`src/verilog/iop_defines.svh`:
```
// Constants for the I/O pull, PWM, join LED and signal-strength timer block
`ifndef IOP_DEFINES_SVH
`define IOP_DEFINES_SVH

// ----------------------------------------------------------------------
// Clock
// ----------------------------------------------------------------------
`define IOP_CLK_PERIOD_NS 8

// ----------------------------------------------------------------------
// Widths and reset values
// ----------------------------------------------------------------------
`define IOP_LINES 20
`define IOP_PULL_EN_RST 20'hFFFFF
`define IOP_PULL_DIR_RST 20'h00000
`define IOP_DUTY_RST 10'h000
`define IOP_BLINK_RST 8'h00
`define IOP_BLINK_MIN 8'h14
`define IOP_HOLD_RST 8'h28
`define IOP_HOLD_FOREVER 8'hFF

// ----------------------------------------------------------------------
// Pin function codes
// ----------------------------------------------------------------------
`define IOP_FN_RSSI_PWM 3'h1
`define IOP_FN_PWM 3'h2
`define IOP_FN_CLK32 3'h1
`define IOP_FN_JOIN_LED 3'h1

// ----------------------------------------------------------------------
// Timing
// ----------------------------------------------------------------------
`define IOP_BLINK_STEP_MS 10
`define IOP_HOLD_STEP_MS 100
`define IOP_BLINK_COORD_MS 500
`define IOP_BLINK_OTHER_MS 250
`define IOP_BLINK_STEP_CYC (`IOP_BLINK_STEP_MS * 1000000 / `IOP_CLK_PERIOD_NS)
`define IOP_HOLD_STEP_CYC (`IOP_HOLD_STEP_MS * 1000000 / `IOP_CLK_PERIOD_NS)
`define IOP_BLINK_COORD_STEPS (`IOP_BLINK_COORD_MS / `IOP_BLINK_STEP_MS)
`define IOP_BLINK_OTHER_STEPS (`IOP_BLINK_OTHER_MS / `IOP_BLINK_STEP_MS)
`define IOP_CLK32_HZ 32768
`define IOP_CLK32_HALF_CYC \
  (1000000000 / (2 * `IOP_CLK32_HZ * `IOP_CLK_PERIOD_NS))

`endif

```
`src/verilog/iop_pkg.sv`:
```
// Types and the pull bit to I/O line map for the I/O block
package iop_pkg;

  // Parameter selector on the command port
  typedef enum logic [2:0] {
    IOP_SEL_PULL_EN  = 3'h0,
    IOP_SEL_PULL_DIR = 3'h1,
    IOP_SEL_DUTY0    = 3'h2,
    IOP_SEL_DUTY1    = 3'h3,
    IOP_SEL_BLINK    = 3'h4,
    IOP_SEL_HOLD     = 3'h5
  } iop_param_t;

  // Signal-strength hold timer states
  typedef enum logic [1:0] {
    IOP_HOLD_IDLE = 2'b01,
    IOP_HOLD_RUN  = 2'b10
  } iop_hold_st_t;

  // I/O line served by a pull mask bit
  function automatic logic [4:0] iop_line_of_bit(input logic [4:0] b);
    unique case (b)
      5'h00: iop_line_of_bit = 5'h04;
      5'h01: iop_line_of_bit = 5'h03;
      5'h02: iop_line_of_bit = 5'h02;
      5'h03: iop_line_of_bit = 5'h01;
      5'h04: iop_line_of_bit = 5'h00;
      5'h05: iop_line_of_bit = 5'h06;
      5'h06: iop_line_of_bit = 5'h08;
      5'h07: iop_line_of_bit = 5'h0E;
      5'h08: iop_line_of_bit = 5'h05;
      5'h09: iop_line_of_bit = 5'h09;
      5'h0A: iop_line_of_bit = 5'h0C;
      5'h0B: iop_line_of_bit = 5'h0A;
      5'h0C: iop_line_of_bit = 5'h0B;
      5'h0D: iop_line_of_bit = 5'h07;
      5'h0E: iop_line_of_bit = 5'h0D;
      default: iop_line_of_bit = b;
    endcase
  endfunction

endpackage

```
`src/verilog/iop_pwm_if.sv`:
```
// Duty and output pair between the top and one PWM channel
`timescale 1ns/1ps
interface iop_pwm_if;
  logic [9:0] duty; // Programmed high ticks
  logic pwm_out;    // Registered channel output
  modport owner (output duty, input pwm_out);
  modport chan (input duty, output pwm_out);
endinterface

```
`src/verilog/iop_top.sv`:
```
// Pull masks, two PWM lines, join LED blink and signal-strength hold timer
`timescale 1ns/1ps
`include "iop_defines.svh"
module iop_top #(
  parameter int unsigned BLINK_STEP_CYC = `IOP_BLINK_STEP_CYC,
  parameter int unsigned HOLD_STEP_CYC = `IOP_HOLD_STEP_CYC
) (
  input wire logic clock,
  input wire logic reset_n,
  input wire logic param_wr_en,
  input wire iop_pkg::iop_param_t param_wr_sel,
  input wire logic [19:0] param_wdata,
  input wire iop_pkg::iop_param_t param_rd_sel,
  output logic [19:0] param_rdata,
  input wire logic [2:0] line_five_function,
  input wire logic [2:0] line_ten_function,
  input wire logic [2:0] line_eleven_function,
  input wire logic sleep_coordinator,
  input wire logic tx_done,
  input wire logic rssi_valid,
  input wire logic [7:0] rssi_level,
  output logic [19:0] io_pull_up,
  output logic [19:0] io_pull_down,
  output logic first_pwm_output,
  output logic second_pwm_output,
  output logic join_led
);

  // --------------------------------------------------------------------
  // Parameter registers
  // --------------------------------------------------------------------
  logic [19:0] pull_en_r;  // Pull enable mask
  logic [19:0] pull_en_nxt;
  logic [19:0] pull_dir_r; // Pull direction mask
  logic [19:0] pull_dir_nxt;
  logic [9:0] duty0_r;     // First PWM duty
  logic [9:0] duty0_nxt;
  logic [9:0] duty1_r;     // Second PWM duty
  logic [9:0] duty1_nxt;
  logic [7:0] blink_r;     // Blink time setting
  logic [7:0] blink_nxt;
  logic [7:0] hold_r;      // Hold time setting
  logic [7:0] hold_nxt;
  logic [19:0] rdata_nxt;  // Readback value

  // Store writes; short blink times are refused
  always_comb begin
    pull_en_nxt = pull_en_r;
    pull_dir_nxt = pull_dir_r;
    duty0_nxt = duty0_r;
    duty1_nxt = duty1_r;
    blink_nxt = blink_r;
    hold_nxt = hold_r;
    if (param_wr_en) begin
      unique case (param_wr_sel)
        iop_pkg::IOP_SEL_PULL_EN: pull_en_nxt = param_wdata;
        iop_pkg::IOP_SEL_PULL_DIR: pull_dir_nxt = param_wdata;
        iop_pkg::IOP_SEL_DUTY0: duty0_nxt = param_wdata[9:0];
        iop_pkg::IOP_SEL_DUTY1: duty1_nxt = param_wdata[9:0];
        iop_pkg::IOP_SEL_BLINK: begin
          // Zero or 0x14 and above only
          if (param_wdata[7:0] == 8'h00 ||
              param_wdata[7:0] >= `IOP_BLINK_MIN) begin
            blink_nxt = param_wdata[7:0];
          end
        end
        iop_pkg::IOP_SEL_HOLD: hold_nxt = param_wdata[7:0];
        default: ;
      endcase
    end
  end

  // Readback multiplexer
  always_comb begin
    unique case (param_rd_sel)
      iop_pkg::IOP_SEL_PULL_EN: rdata_nxt = pull_en_r;
      iop_pkg::IOP_SEL_PULL_DIR: rdata_nxt = pull_dir_r;
      iop_pkg::IOP_SEL_DUTY0: rdata_nxt = {10'h000, duty0_r};
      iop_pkg::IOP_SEL_DUTY1: rdata_nxt = {10'h000, duty1_r};
      iop_pkg::IOP_SEL_BLINK: rdata_nxt = {12'h000, blink_r};
      iop_pkg::IOP_SEL_HOLD: rdata_nxt = {12'h000, hold_r};
      default: rdata_nxt = 20'h00000;
    endcase
  end

  // Register parameters and readback
  always_ff @(posedge clock or negedge reset_n) begin
    if (!reset_n) begin
      pull_en_r <= `IOP_PULL_EN_RST;
      pull_dir_r <= `IOP_PULL_DIR_RST;
      duty0_r <= `IOP_DUTY_RST;
      duty1_r <= `IOP_DUTY_RST;
      blink_r <= `IOP_BLINK_RST;
      hold_r <= `IOP_HOLD_RST;
      param_rdata <= 20'h00000;
    end else begin
      pull_en_r <= pull_en_nxt;
      pull_dir_r <= pull_dir_nxt;
      duty0_r <= duty0_nxt;
      duty1_r <= duty1_nxt;
      blink_r <= blink_nxt;
      hold_r <= hold_nxt;
      param_rdata <= rdata_nxt;
    end
  end

  // --------------------------------------------------------------------
  // Pull resistor drive per I/O line
  // --------------------------------------------------------------------
  logic [19:0] pull_up_nxt;
  logic [19:0] pull_down_nxt;

  // Route each mask bit to its line, direction picks up or down
  always_comb begin
    pull_up_nxt = 20'h00000;
    pull_down_nxt = 20'h00000;
    for (int i = 0; i < `IOP_LINES; i++) begin
      pull_up_nxt[iop_pkg::iop_line_of_bit(5'(i))] =
        pull_en_r[i] & pull_dir_r[i];
      pull_down_nxt[iop_pkg::iop_line_of_bit(5'(i))] =
        pull_en_r[i] & ~pull_dir_r[i];
    end
  end

  // Register pull drive
  always_ff @(posedge clock or negedge reset_n) begin
    if (!reset_n) begin
      io_pull_up <= 20'h00000;
      io_pull_down <= 20'h00000;
    end else begin
      io_pull_up <= pull_up_nxt;
      io_pull_down <= pull_down_nxt;
    end
  end

  // --------------------------------------------------------------------
  // Signal-strength hold timer
  // --------------------------------------------------------------------
  iop_pkg::iop_hold_st_t hold_st_r; // Timer state
  iop_pkg::iop_hold_st_t hold_st_nxt;
  logic [23:0] hold_pre_r;  // Cycles within a 100 ms step
  logic [23:0] hold_pre_nxt;
  logic [7:0] hold_steps_r; // Steps elapsed
  logic [7:0] hold_steps_nxt;
  logic [9:0] rssi_duty_r;  // Scaled strength
  logic [9:0] rssi_duty_nxt;
  logic rssi_active;        // Strength output allowed

  // Count 100 ms steps after each transmission
  always_comb begin
    hold_st_nxt = hold_st_r;
    hold_pre_nxt = hold_pre_r;
    hold_steps_nxt = hold_steps_r;
    rssi_duty_nxt = rssi_duty_r;
    if (rssi_valid) begin
      // Stretch 8 bits over the 10-bit range
      rssi_duty_nxt = {rssi_level, rssi_level[7:6]};
    end
    if (tx_done) begin
      hold_st_nxt = iop_pkg::IOP_HOLD_RUN;
      hold_pre_nxt = 24'h000000;
      hold_steps_nxt = 8'h00;
    end else begin
      unique case (hold_st_r)
        iop_pkg::IOP_HOLD_IDLE: ;
        iop_pkg::IOP_HOLD_RUN: begin
          if (hold_r == `IOP_HOLD_FOREVER) begin
            hold_st_nxt = iop_pkg::IOP_HOLD_RUN;
          end else if (hold_steps_r >= hold_r) begin
            hold_st_nxt = iop_pkg::IOP_HOLD_IDLE;
          end else if (hold_pre_r == 24'(HOLD_STEP_CYC - 1)) begin
            hold_pre_nxt = 24'h000000;
            hold_steps_nxt = hold_steps_r + 8'h01;
          end else begin
            hold_pre_nxt = hold_pre_r + 24'h000001;
          end
        end
        default: hold_st_nxt = iop_pkg::IOP_HOLD_IDLE;
      endcase
    end
  end

  // Register hold timer
  always_ff @(posedge clock or negedge reset_n) begin
    if (!reset_n) begin
      hold_st_r <= iop_pkg::IOP_HOLD_IDLE;
      hold_pre_r <= 24'h000000;
      hold_steps_r <= 8'h00;
      rssi_duty_r <= 10'h000;
    end else begin
      hold_st_r <= hold_st_nxt;
      hold_pre_r <= hold_pre_nxt;
      hold_steps_r <= hold_steps_nxt;
      rssi_duty_r <= rssi_duty_nxt;
    end
  end

  // 0xFF means always on
  assign rssi_active = (hold_r == `IOP_HOLD_FOREVER) ||
                       (hold_st_r == iop_pkg::IOP_HOLD_RUN);

  // --------------------------------------------------------------------
  // PWM channels and line multiplexers
  // --------------------------------------------------------------------
  iop_pwm_if first_pwm_output_if ();
  iop_pwm_if second_pwm_output_if ();

  // Line ten takes strength or plain duty
  assign first_pwm_output_if.duty =
    (line_ten_function == `IOP_FN_RSSI_PWM) ? rssi_duty_r : duty0_r;
  assign second_pwm_output_if.duty = duty1_r;

  iop_pwm_chan u_first_pwm_output (
    .clock(clock),
    .reset_n(reset_n),
    .pwm(first_pwm_output_if.chan)
  );

  iop_pwm_chan u_second_pwm_output (
    .clock(clock),
    .reset_n(reset_n),
    .pwm(second_pwm_output_if.chan)
  );

  logic [10:0] clk32_cnt_r; // Half-period counter
  logic [10:0] clk32_cnt_nxt;
  logic clk32_r;            // 32.768 kHz square wave
  logic clk32_nxt;
  logic first_pwm_output_nxt;
  logic second_pwm_output_nxt;

  // Clock divider and output selection
  always_comb begin
    clk32_cnt_nxt = clk32_cnt_r + 11'h001;
    clk32_nxt = clk32_r;
    if (clk32_cnt_r == 11'(`IOP_CLK32_HALF_CYC - 1)) begin
      clk32_cnt_nxt = 11'h000;
      clk32_nxt = ~clk32_r;
    end
    unique case (line_ten_function)
      `IOP_FN_RSSI_PWM: first_pwm_output_nxt = first_pwm_output_if.pwm_out & rssi_active;
      `IOP_FN_PWM: first_pwm_output_nxt = first_pwm_output_if.pwm_out;
      default: first_pwm_output_nxt = 1'b0;
    endcase
    unique case (line_eleven_function)
      `IOP_FN_CLK32: second_pwm_output_nxt = clk32_r;
      `IOP_FN_PWM: second_pwm_output_nxt = second_pwm_output_if.pwm_out;
      default: second_pwm_output_nxt = 1'b0;
    endcase
  end

  // Register divider and PWM lines
  always_ff @(posedge clock or negedge reset_n) begin
    if (!reset_n) begin
      clk32_cnt_r <= 11'h000;
      clk32_r <= 1'b0;
      first_pwm_output <= 1'b0;
      second_pwm_output <= 1'b0;
    end else begin
      clk32_cnt_r <= clk32_cnt_nxt;
      clk32_r <= clk32_nxt;
      first_pwm_output <= first_pwm_output_nxt;
      second_pwm_output <= second_pwm_output_nxt;
    end
  end

  // --------------------------------------------------------------------
  // Join indicator LED
  // --------------------------------------------------------------------
  logic [23:0] blink_pre_r;  // Cycles within a 10 ms step
  logic [23:0] blink_pre_nxt;
  logic [7:0] blink_steps_r; // Steps in this phase
  logic [7:0] blink_steps_nxt;
  logic [7:0] phase_steps;   // Steps per phase
  logic led_nxt;

  // Phase length from setting or role default
  always_comb begin
    if (blink_r != 8'h00) begin
      phase_steps = blink_r;
    end else if (sleep_coordinator) begin
      phase_steps = 8'(`IOP_BLINK_COORD_STEPS);
    end else begin
      phase_steps = 8'(`IOP_BLINK_OTHER_STEPS);
    end
  end

  // Toggle at the end of each phase while enabled
  always_comb begin
    blink_pre_nxt = blink_pre_r + 24'h000001;
    blink_steps_nxt = blink_steps_r;
    led_nxt = join_led;
    if (line_five_function != `IOP_FN_JOIN_LED) begin
      blink_pre_nxt = 24'h000000;
      blink_steps_nxt = 8'h00;
      led_nxt = 1'b0;
    end else if (blink_pre_r == 24'(BLINK_STEP_CYC - 1)) begin
      blink_pre_nxt = 24'h000000;
      if (blink_steps_r + 8'h01 >= phase_steps) begin
        blink_steps_nxt = 8'h00;
        led_nxt = ~join_led;
      end else begin
        blink_steps_nxt = blink_steps_r + 8'h01;
      end
    end
  end

  // Register LED state
  always_ff @(posedge clock or negedge reset_n) begin
    if (!reset_n) begin
      blink_pre_r <= 24'h000000;
      blink_steps_r <= 8'h00;
      join_led <= 1'b0;
    end else begin
      blink_pre_r <= blink_pre_nxt;
      blink_steps_r <= blink_steps_nxt;
      join_led <= led_nxt;
    end
  end
endmodule

```
`src/verilog/iop_pwm_chan.sv`:
```
// One 10-bit PWM channel with a 1024-tick period
`timescale 1ns/1ps
module iop_pwm_chan (
  input wire logic clock,
  input wire logic reset_n,
  iop_pwm_if.chan pwm
);

  // --------------------------------------------------------------------
  // Period counter and output
  // --------------------------------------------------------------------
  logic [9:0] cnt_r; // Tick within the period
  logic [9:0] cnt_nxt;
  logic out_r;       // Output level
  logic out_nxt;

  // High while the tick is below the duty value
  always_comb begin
    cnt_nxt = cnt_r + 10'h001;
    out_nxt = (cnt_r < pwm.duty);
  end

  // Register counter and level
  always_ff @(posedge clock or negedge reset_n) begin
    if (!reset_n) begin
      cnt_r <= 10'h000;
      out_r <= 1'b0;
    end else begin
      cnt_r <= cnt_nxt;
      out_r <= out_nxt;
    end
  end

  assign pwm.pwm_out = out_r;
endmodule

```
`config.mk`:
```
export PLATFORM = sky130hd
export DESIGN_NAME = iop_top
export DESIGN_NICKNAME = d
export VERILOG_FILES = /design/src/verilog/iop_pkg.sv /design/src/verilog/iop_pwm_if.sv /design/src/verilog/iop_top.sv /design/src/verilog/iop_pwm_chan.sv
export VERILOG_INCLUDE_DIRS = /design/src /design/src/verilog
export SDC_FILE = /design/constraint.sdc
export NUM_CORES = 1
export LEC_CHECK = 0
export BUFFER_PORTS_ARGS = -buffer_cell sky130_fd_sc_hd__buf_4
export CAP_MARGIN = 20
export CORE_ASPECT_RATIO = 1.1
export CORE_MARGIN = 4
export CORE_UTILIZATION = 64
export DETAILED_ROUTE_END_ITERATION = 16
export GPL_TIMING_DRIVEN = 0
export PLACE_DENSITY = 0.85
export SETUP_SLACK_MARGIN = 0.4
export SYNTH_ARGS = -nofsm -noshare
export SYNTH_HDL_FRONTEND = slang
export SYNTH_SLANG_ARGS = --single-unit
```
`constraint.sdc`:
```
create_clock -name clock -period 5.9 [get_ports clock]
set_input_delay 0.295 -clock clock [delete_from_list [all_inputs] [get_ports clock]]
set_output_delay 0.295 -clock clock [all_outputs]
set_load 0.005 [all_outputs]
```
After elaboration in Yosys (flattened, before gate mapping)

Index checks and enable logic that the tools add are counted.

Add/sub/neg operators: 7
$mul: 0
Divide/modulo/power cells: 0
Magnitude comparators: 5
Equal/unequal tests: 25
Shift operators: 0
Muxes and demuxes: 29
Bitwise operators: 63
Reductions and logical operators: 20

Operators with widths:

| kind                                                               | count |
|---|---|
| two-way mux 24 bit                                                 | 7 |
| one-hot mux 20 bit (6 select lines)                                | 1 |
| two-way mux 8 bit                                                  | 9 |
| adder 24 x 1 -> 24 bit (second input constant)                     | 2 |
| AND 1 bit                                                          | 41 |
| == test 24 x 21 -> 1 bit (second input constant)                   | 1 |
| == test 24 bit (second input constant)                             | 1 |
| NOT 1 bit                                                          | 22 |
| adder 10 x 1 -> 10 bit (second input constant)                     | 2 |
| < comparator 10 bit                                                | 2 |
| == test 3 x 2 -> 1 bit (second input constant)                     | 6 |
| adder 8 x 1 -> 8 bit (second input constant)                       | 2 |
| greater-or-equal comparator 8 bit                                  | 2 |
| AND reduction 2 bit                                                | 7 |
| == test 3 x 1 -> 1 bit (second input constant)                     | 4 |
| == test 3 bit (second input constant)                              | 4 |
| adder 11 x 1 -> 11 bit (second input constant)                     | 1 |
| == test 11 bit (second input constant)                             | 1 |
| two-way mux 11 bit                                                 | 1 |
| two-way mux 10 bit                                                 | 1 |
| == test 8 bit (second input constant)                              | 1 |
| greater-or-equal comparator 8 x 5 -> 1 bit (second input constant) | 1 |
| zero test 8 bit                                                    | 1 |
| nonzero test 2 bit                                                 | 4 |
| 15 further kinds                                                   | 25 |

Register bits: 249
Latch bits: 0
RAM bits: 0
ROM bits: 0
Input port bits: 49
Output and inout port bits: 63
Logic and storage cells: 173
Memories kept: 0

Logic depth before layout (Yosys ltp)

Depth after elaboration: 6
Mapped depth: 11
Mapped depth without buffers: 11

Hierarchy

From an unflattened synthesis, not the netlist that was laid out.

Cell total of the unflattened synthesis: 1021
Area, all modules: 11599.9 um^2

By module, submodules not included:

| module       | times used | cells each | area an instance (um^2) | seq. area each (um^2) |
|---|---|---|---|---|
| iop_top      | 1          | 893        | 10296.1                 | 5659.2 |
| iop_pwm_chan | 2          | 64         | 651.9                   | 275.3 |

Worst setup path before layout

Ideal clock, no wire load.

Kind: flip-flop to flip-flop
Start: register hold_r[5]
End: register hold_steps_r[7]
Library setup time: 0.127 ns
Arrival time: 2.532 ns
Data required time: 5.773 ns
Setup slack: 3.241 ns
Cell stages (with the launch flop): 9
Path buffers: 0
Clock period less this slack: 2.659 ns
Cell sequence: dfstp_2 -> inv_1 -> ha_1 -> a211oi_1 -> nor2_1 -> nor4b_4 -> nand4_1 -> or4_1 -> mux2_1

Cells in the longest elaborated chain, start to end: 3
Elaborated cells between the ends (all ways): 5
Classes of those cells: order compare (1); eq/ne (3); reduce/logical (1)

Ends and longest elaborated chain:

| what                                                                      | RTL line       | RTL |
|---|---|---|
| start, declared                                                           | iop_top.sv:42  | `logic [7:0] hold_r;` |
| start signal, assigned                                                    | iop_top.sv:94  | `` hold_r <= `IOP_HOLD_RST; `` |
| start signal, assigned                                                    | iop_top.sv:102 | `hold_r <= hold_nxt;` |
| greater-or-equal comparator 8 bit / == test 8 bit (equally long branches) | n/a            |  |
| inequality test 2 bit (no line)                                           | n/a            |  |
| AND reduction 4 bit (no line) (*)                                         | n/a            |  |
| end signal, assigned                                                      | iop_top.sv:193 | `hold_steps_r <= hold_steps_nxt;` |
| end, declared                                                             | iop_top.sv:143 | `logic [7:0] hold_steps_r;` |

Every way passes the cells marked *; elsewhere a longest branch is shown, timed or not.
A chain may end at the register's enable or synchronous reset.

Worst setup path in the final report

Start: input port line_ten_function[2]
End: register u_first_pwm_output.out_r, in the netlist u_first_pwm_output.pwm.pwm_out

Cells in the longest elaborated chain, start to end: 3

Ends and longest elaborated chain:

| what                             | RTL line           | RTL |
|---|---|---|
| start, declared                  | iop_top.sv:16      | `input wire logic [2:0] line_ten_function,` |
| == test 3 x 1 -> 1 bit (no line) | n/a                |  |
| two-way mux 10 bit               | iop_top.sv:210     | `` (line_ten_function == `IOP_FN_RSSI_PWM) ? rssi_duty_r : duty0_r; `` |
| < comparator 10 bit              | iop_pwm_chan.sv:20 | `out_nxt = (cnt_r < pwm.duty);` |
| via u_first_pwm_output.out_nxt   | iop_pwm_chan.sv:15 | `logic out_nxt;` |
| end signal, assigned             | iop_pwm_chan.sv:30 | `out_r <= out_nxt;` |
| end, declared                    | iop_pwm_chan.sv:14 | `logic out_r;` |

The timed path passes the listed nets, and every way through them passes these cells.

==> run_results.csv <==
group,metric,value,unit
outcome,status,"complete, no violations",
final_layout,layout-drive-gt1-share,24.8,%
synthesis,synth_top_area_cell,"dfrtp_1",
floorplanning,dieArea,20200,µm²
timing,whs,0.0138,ns
clock_network,cts_tree,"done",
setup_path,worstSetupEndpointType,"flip-flop",
synthesis,async_flop_share,100,%
synthesis,synth_top_family_by_area,"simple AND/OR/NAND/NOR gates",
detailed_routing,drtPass1Iterations,5,
synthesis,synth_xor_area_share,4.33,%
timing,finalCritPeriodShare,55.0,%
place,port_buffers,107,
timing,relSlewSlack,39.2,%
synthesis,synthSimpleGateAreaFrac,16.1,%
clock_network,ctsResizeCount,0,
clock_network,cts-root-buf,"clkbuf_16",
floorplanning,start_util,65.2,%
clock_network,cts.path.max_buffers,3,
final_layout,design_area,13800,µm²
power_and_ir_drop,power.switching,1.13,mW
place,place_inst,1343,
floorplanning,core_area,17700,µm²
timing,tns,0,ns
final_layout,layout_common_cells,"224 x dfrtp_1, 106 x buf_4, 90 x nor2_1",
timing,fin_ws,2.66,ns
final_layout,syn2layout_area_growth,19.8,%
final_layout,fin_util,78.2,%
setup_path,required,6.25,ns
final_layout,fin_cells,1406,
hold_path,hp-class,"in -> reg",
setup_path,r2r_cells,9,
floorplanning,chipWidth,136,µm
detailed_routing,drt_wl_total,27.2,mm
timing,slew_violations,0,
timing,rsz0062_at_grt,"false",
place,post_dp_cell_area,12700,µm²
power_and_ir_drop,p_total,4.59,mW
clock_network,cts_max_level,1,
synthesis,netlist_instances,997,
timing,fin_crit,3.24,ns
synthesis,synth_compound_area_share,7.14,%
floorplanning,io_pins,112,
synthesis,netlist_area,11500,µm²
global_routing,antenna_found_initial,0,
synthesis,syn_area_per_cell,11.6,µm²
power_and_ir_drop,p_leak,6.26,nW
global_routing,globalRouteTotalUtil,27.4,%
setup_path,crit_type,"in -> reg",
run,drv_cap,0,
final_layout,finalNetCount,1239,
place,gp_congestion,0.918,
detailed_routing,drc_errors,0,
hold_path,min_path_cells,2,
setup_path,arrival,3.59,ns
power_and_ir_drop,combPwrFrac,13.9,%
power_and_ir_drop,power.internal,3.46,mW
synthesis,ys_seq_area_share,53.9,%
setup_path,cp_max_fo,10,
synthesis,ys_types,63,
place,pre_cts_ws,2.65,ns
power_and_ir_drop,power.density,332,nW/µm²
power_and_ir_drop,ir_drop,0.264,mV
detailed_routing,wl_per_cell,19.4,µm
synthesis,synth.top_cell.area_share,48.6,%
synthesis,yosysWarnings,0,
timing,hold_viol,0,
power_and_ir_drop,power.share.clock,40.7,%
clock_network,clk_latency,0.53,ns
synthesis,ys.flop_type,"dfrtp_1",
clock_network,cts_buffers,26,
setup_path,start_kind,"input port",
detailed_routing,drtIter0Drc,701,
synthesis,yosys_register_bits,247,
global_routing,gr-total-overflow,0,
clock_network,cts.sinks,247,
power_and_ir_drop,sequentialPowerShare,45.4,%
floorplanning,die_h,149,µm
final_layout,n_antenna_cell,0,
clock_network,cts.clk_slew.worst_paths,0.06,ns
synthesis,netlist_top_cells_area,"dfrtp_1 49%, mux2_2 8.6%, dfstp_2 5.2%",
timing,fmax,0.308,GHz
power_and_ir_drop,switching_share,24.5,%
synthesis,synth_nets,1088,
timing,tightest_slew,0.912,ns
final_layout,final_common_cell,"dfrtp_1",
detailed_routing,ant_nets,0,
floorplanning,rows,51,
global_routing,grt_max_degree,128,
detailed_routing,vias,8455,
place,hpwl,17.7,mm
timing,setup_violations,0,
synthesis,synth_edf_count,0,
global_routing,grt_pass1_wl,44.5,mm
global_routing,grt_pass1_vias,8692,
detailed_routing,via_per_inst,6.01,
synthesis,synth-adder-area-share,4.56,%
synthesis,muxShareOfSynthArea,11.9,%
timing,fin_skew,0.0136,ns
==> registers in the layout, summed over array words and instances, names as in the netlist, 11 cells and up <==
signal and cells:
clk32_cnt_r 11, param_rdata 20, io_pull_up 20, blink_pre_r 24
io_pull_down 20, pull_dir_r 20, pull_en_r 20, hold_pre_r 24
==> final timing paths <==
path                                                            end  slack [ns]                     start
max                        u_first_pwm_output.pwm.pwm_out$_DFF_PN0_        2.66      line_ten_function[2]
min                                      rssi_duty_r[7]$_DFFE_PN0P_        0.01             rssi_level[5]
max reg2reg                              hold_pre_r[20]$_DFFE_PN0P_        2.76     hold_r[5]$_DFFE_PN1P_
min reg2reg                                hold_st_r[0]$_DFFE_PN1P_        0.44  hold_st_r[1]$_DFFE_PN0P_
max in group asynchronous                rssi_duty_r[1]$_DFFE_PN0P_        4.29                   reset_n
min in group asynchronous                hold_pre_r[19]$_DFFE_PN0P_        0.41                   reset_n
==> per-layer routing <==
layer	up-vias	global-route usage [%]	wire length [µm]
li1	3892	-	-
met1	4199	35.8	11100
met2	292	46.5	13500
met3	72	4.76	1670
met4	0	9.93	918
met5	-	0	0
==> synthesized netlist by cell type (7+ instances only) <==
cell,number
xor2_1,30
nand4b_1,8
dfstp_2,23
nor2_1,90
or4_1,13
clkbuf_1,25
nor2b_1,25
nand3_1,52
inv_1,30
xnor2_1,27
nand4_1,20
ha_1,42
and3_1,15
mux2_2,88
dfrtp_1,224
a31oi_1,9
mux2i_1,26
a22oi_1,7
o21ai_0,37
a21oi_1,40
a211oi_1,7
and2_1,26
nand2_1,34
==> kinds of logic after synthesis <==
family,count (synthesis)
AND/OR/NAND/NOR,336
multiplexers,120
XOR/XNOR,57
adder cells (fa/ha/maj),42
AO/OA/AOI/OAI,132
buffers and inverters,63
flip-flops,247
==> power groups by stage <==
stage	clock network (mW)	registers, mW	logic [mW]
after detailed placement	0	2.10	0.615
final	1.87	2.08	0.636
after global placement	0	2.09	0.588
after CTS	1.89	2.08	0.641
after global routing	1.97	2.11	0.698
after floorplan	0	2.06	0.335
==> repair_timing <==
action / in CTS / in global routing
hold buffers: 14 / 0
hold endpoints to repair: 119 / 0
buffers inserted: 0 / 0
==> critical path, stage by stage <==
cell and delay [ns]:
dlygate4sd3_1 0.54, buf_4 0.14, nor3b_1 0.48, buf_2 0.41
mux2i_1 0.28, ha_1 0.27, a21oi_1 0.14, o21ai_0 0.09
a21oi_1 0.13, a21boi_0 0.11, o2111a_1 0.25, a211oi_1 0.46
==> cell type report <==
type / instances / area [µm²]
Timing Repair Buffer: 123 / 983
Clock buffer: 37 / 793
Fill cell: 1101 / 3860
Clock inverter: 11 / 213
Inverter: 30 / 113
Tap cell: 238 / 298
Buffer: 33 / 128
Multi-Input combinational cell: 687 / 5080
Sequential cell: 247 / 6210
(Power assumes the default switching activity.)
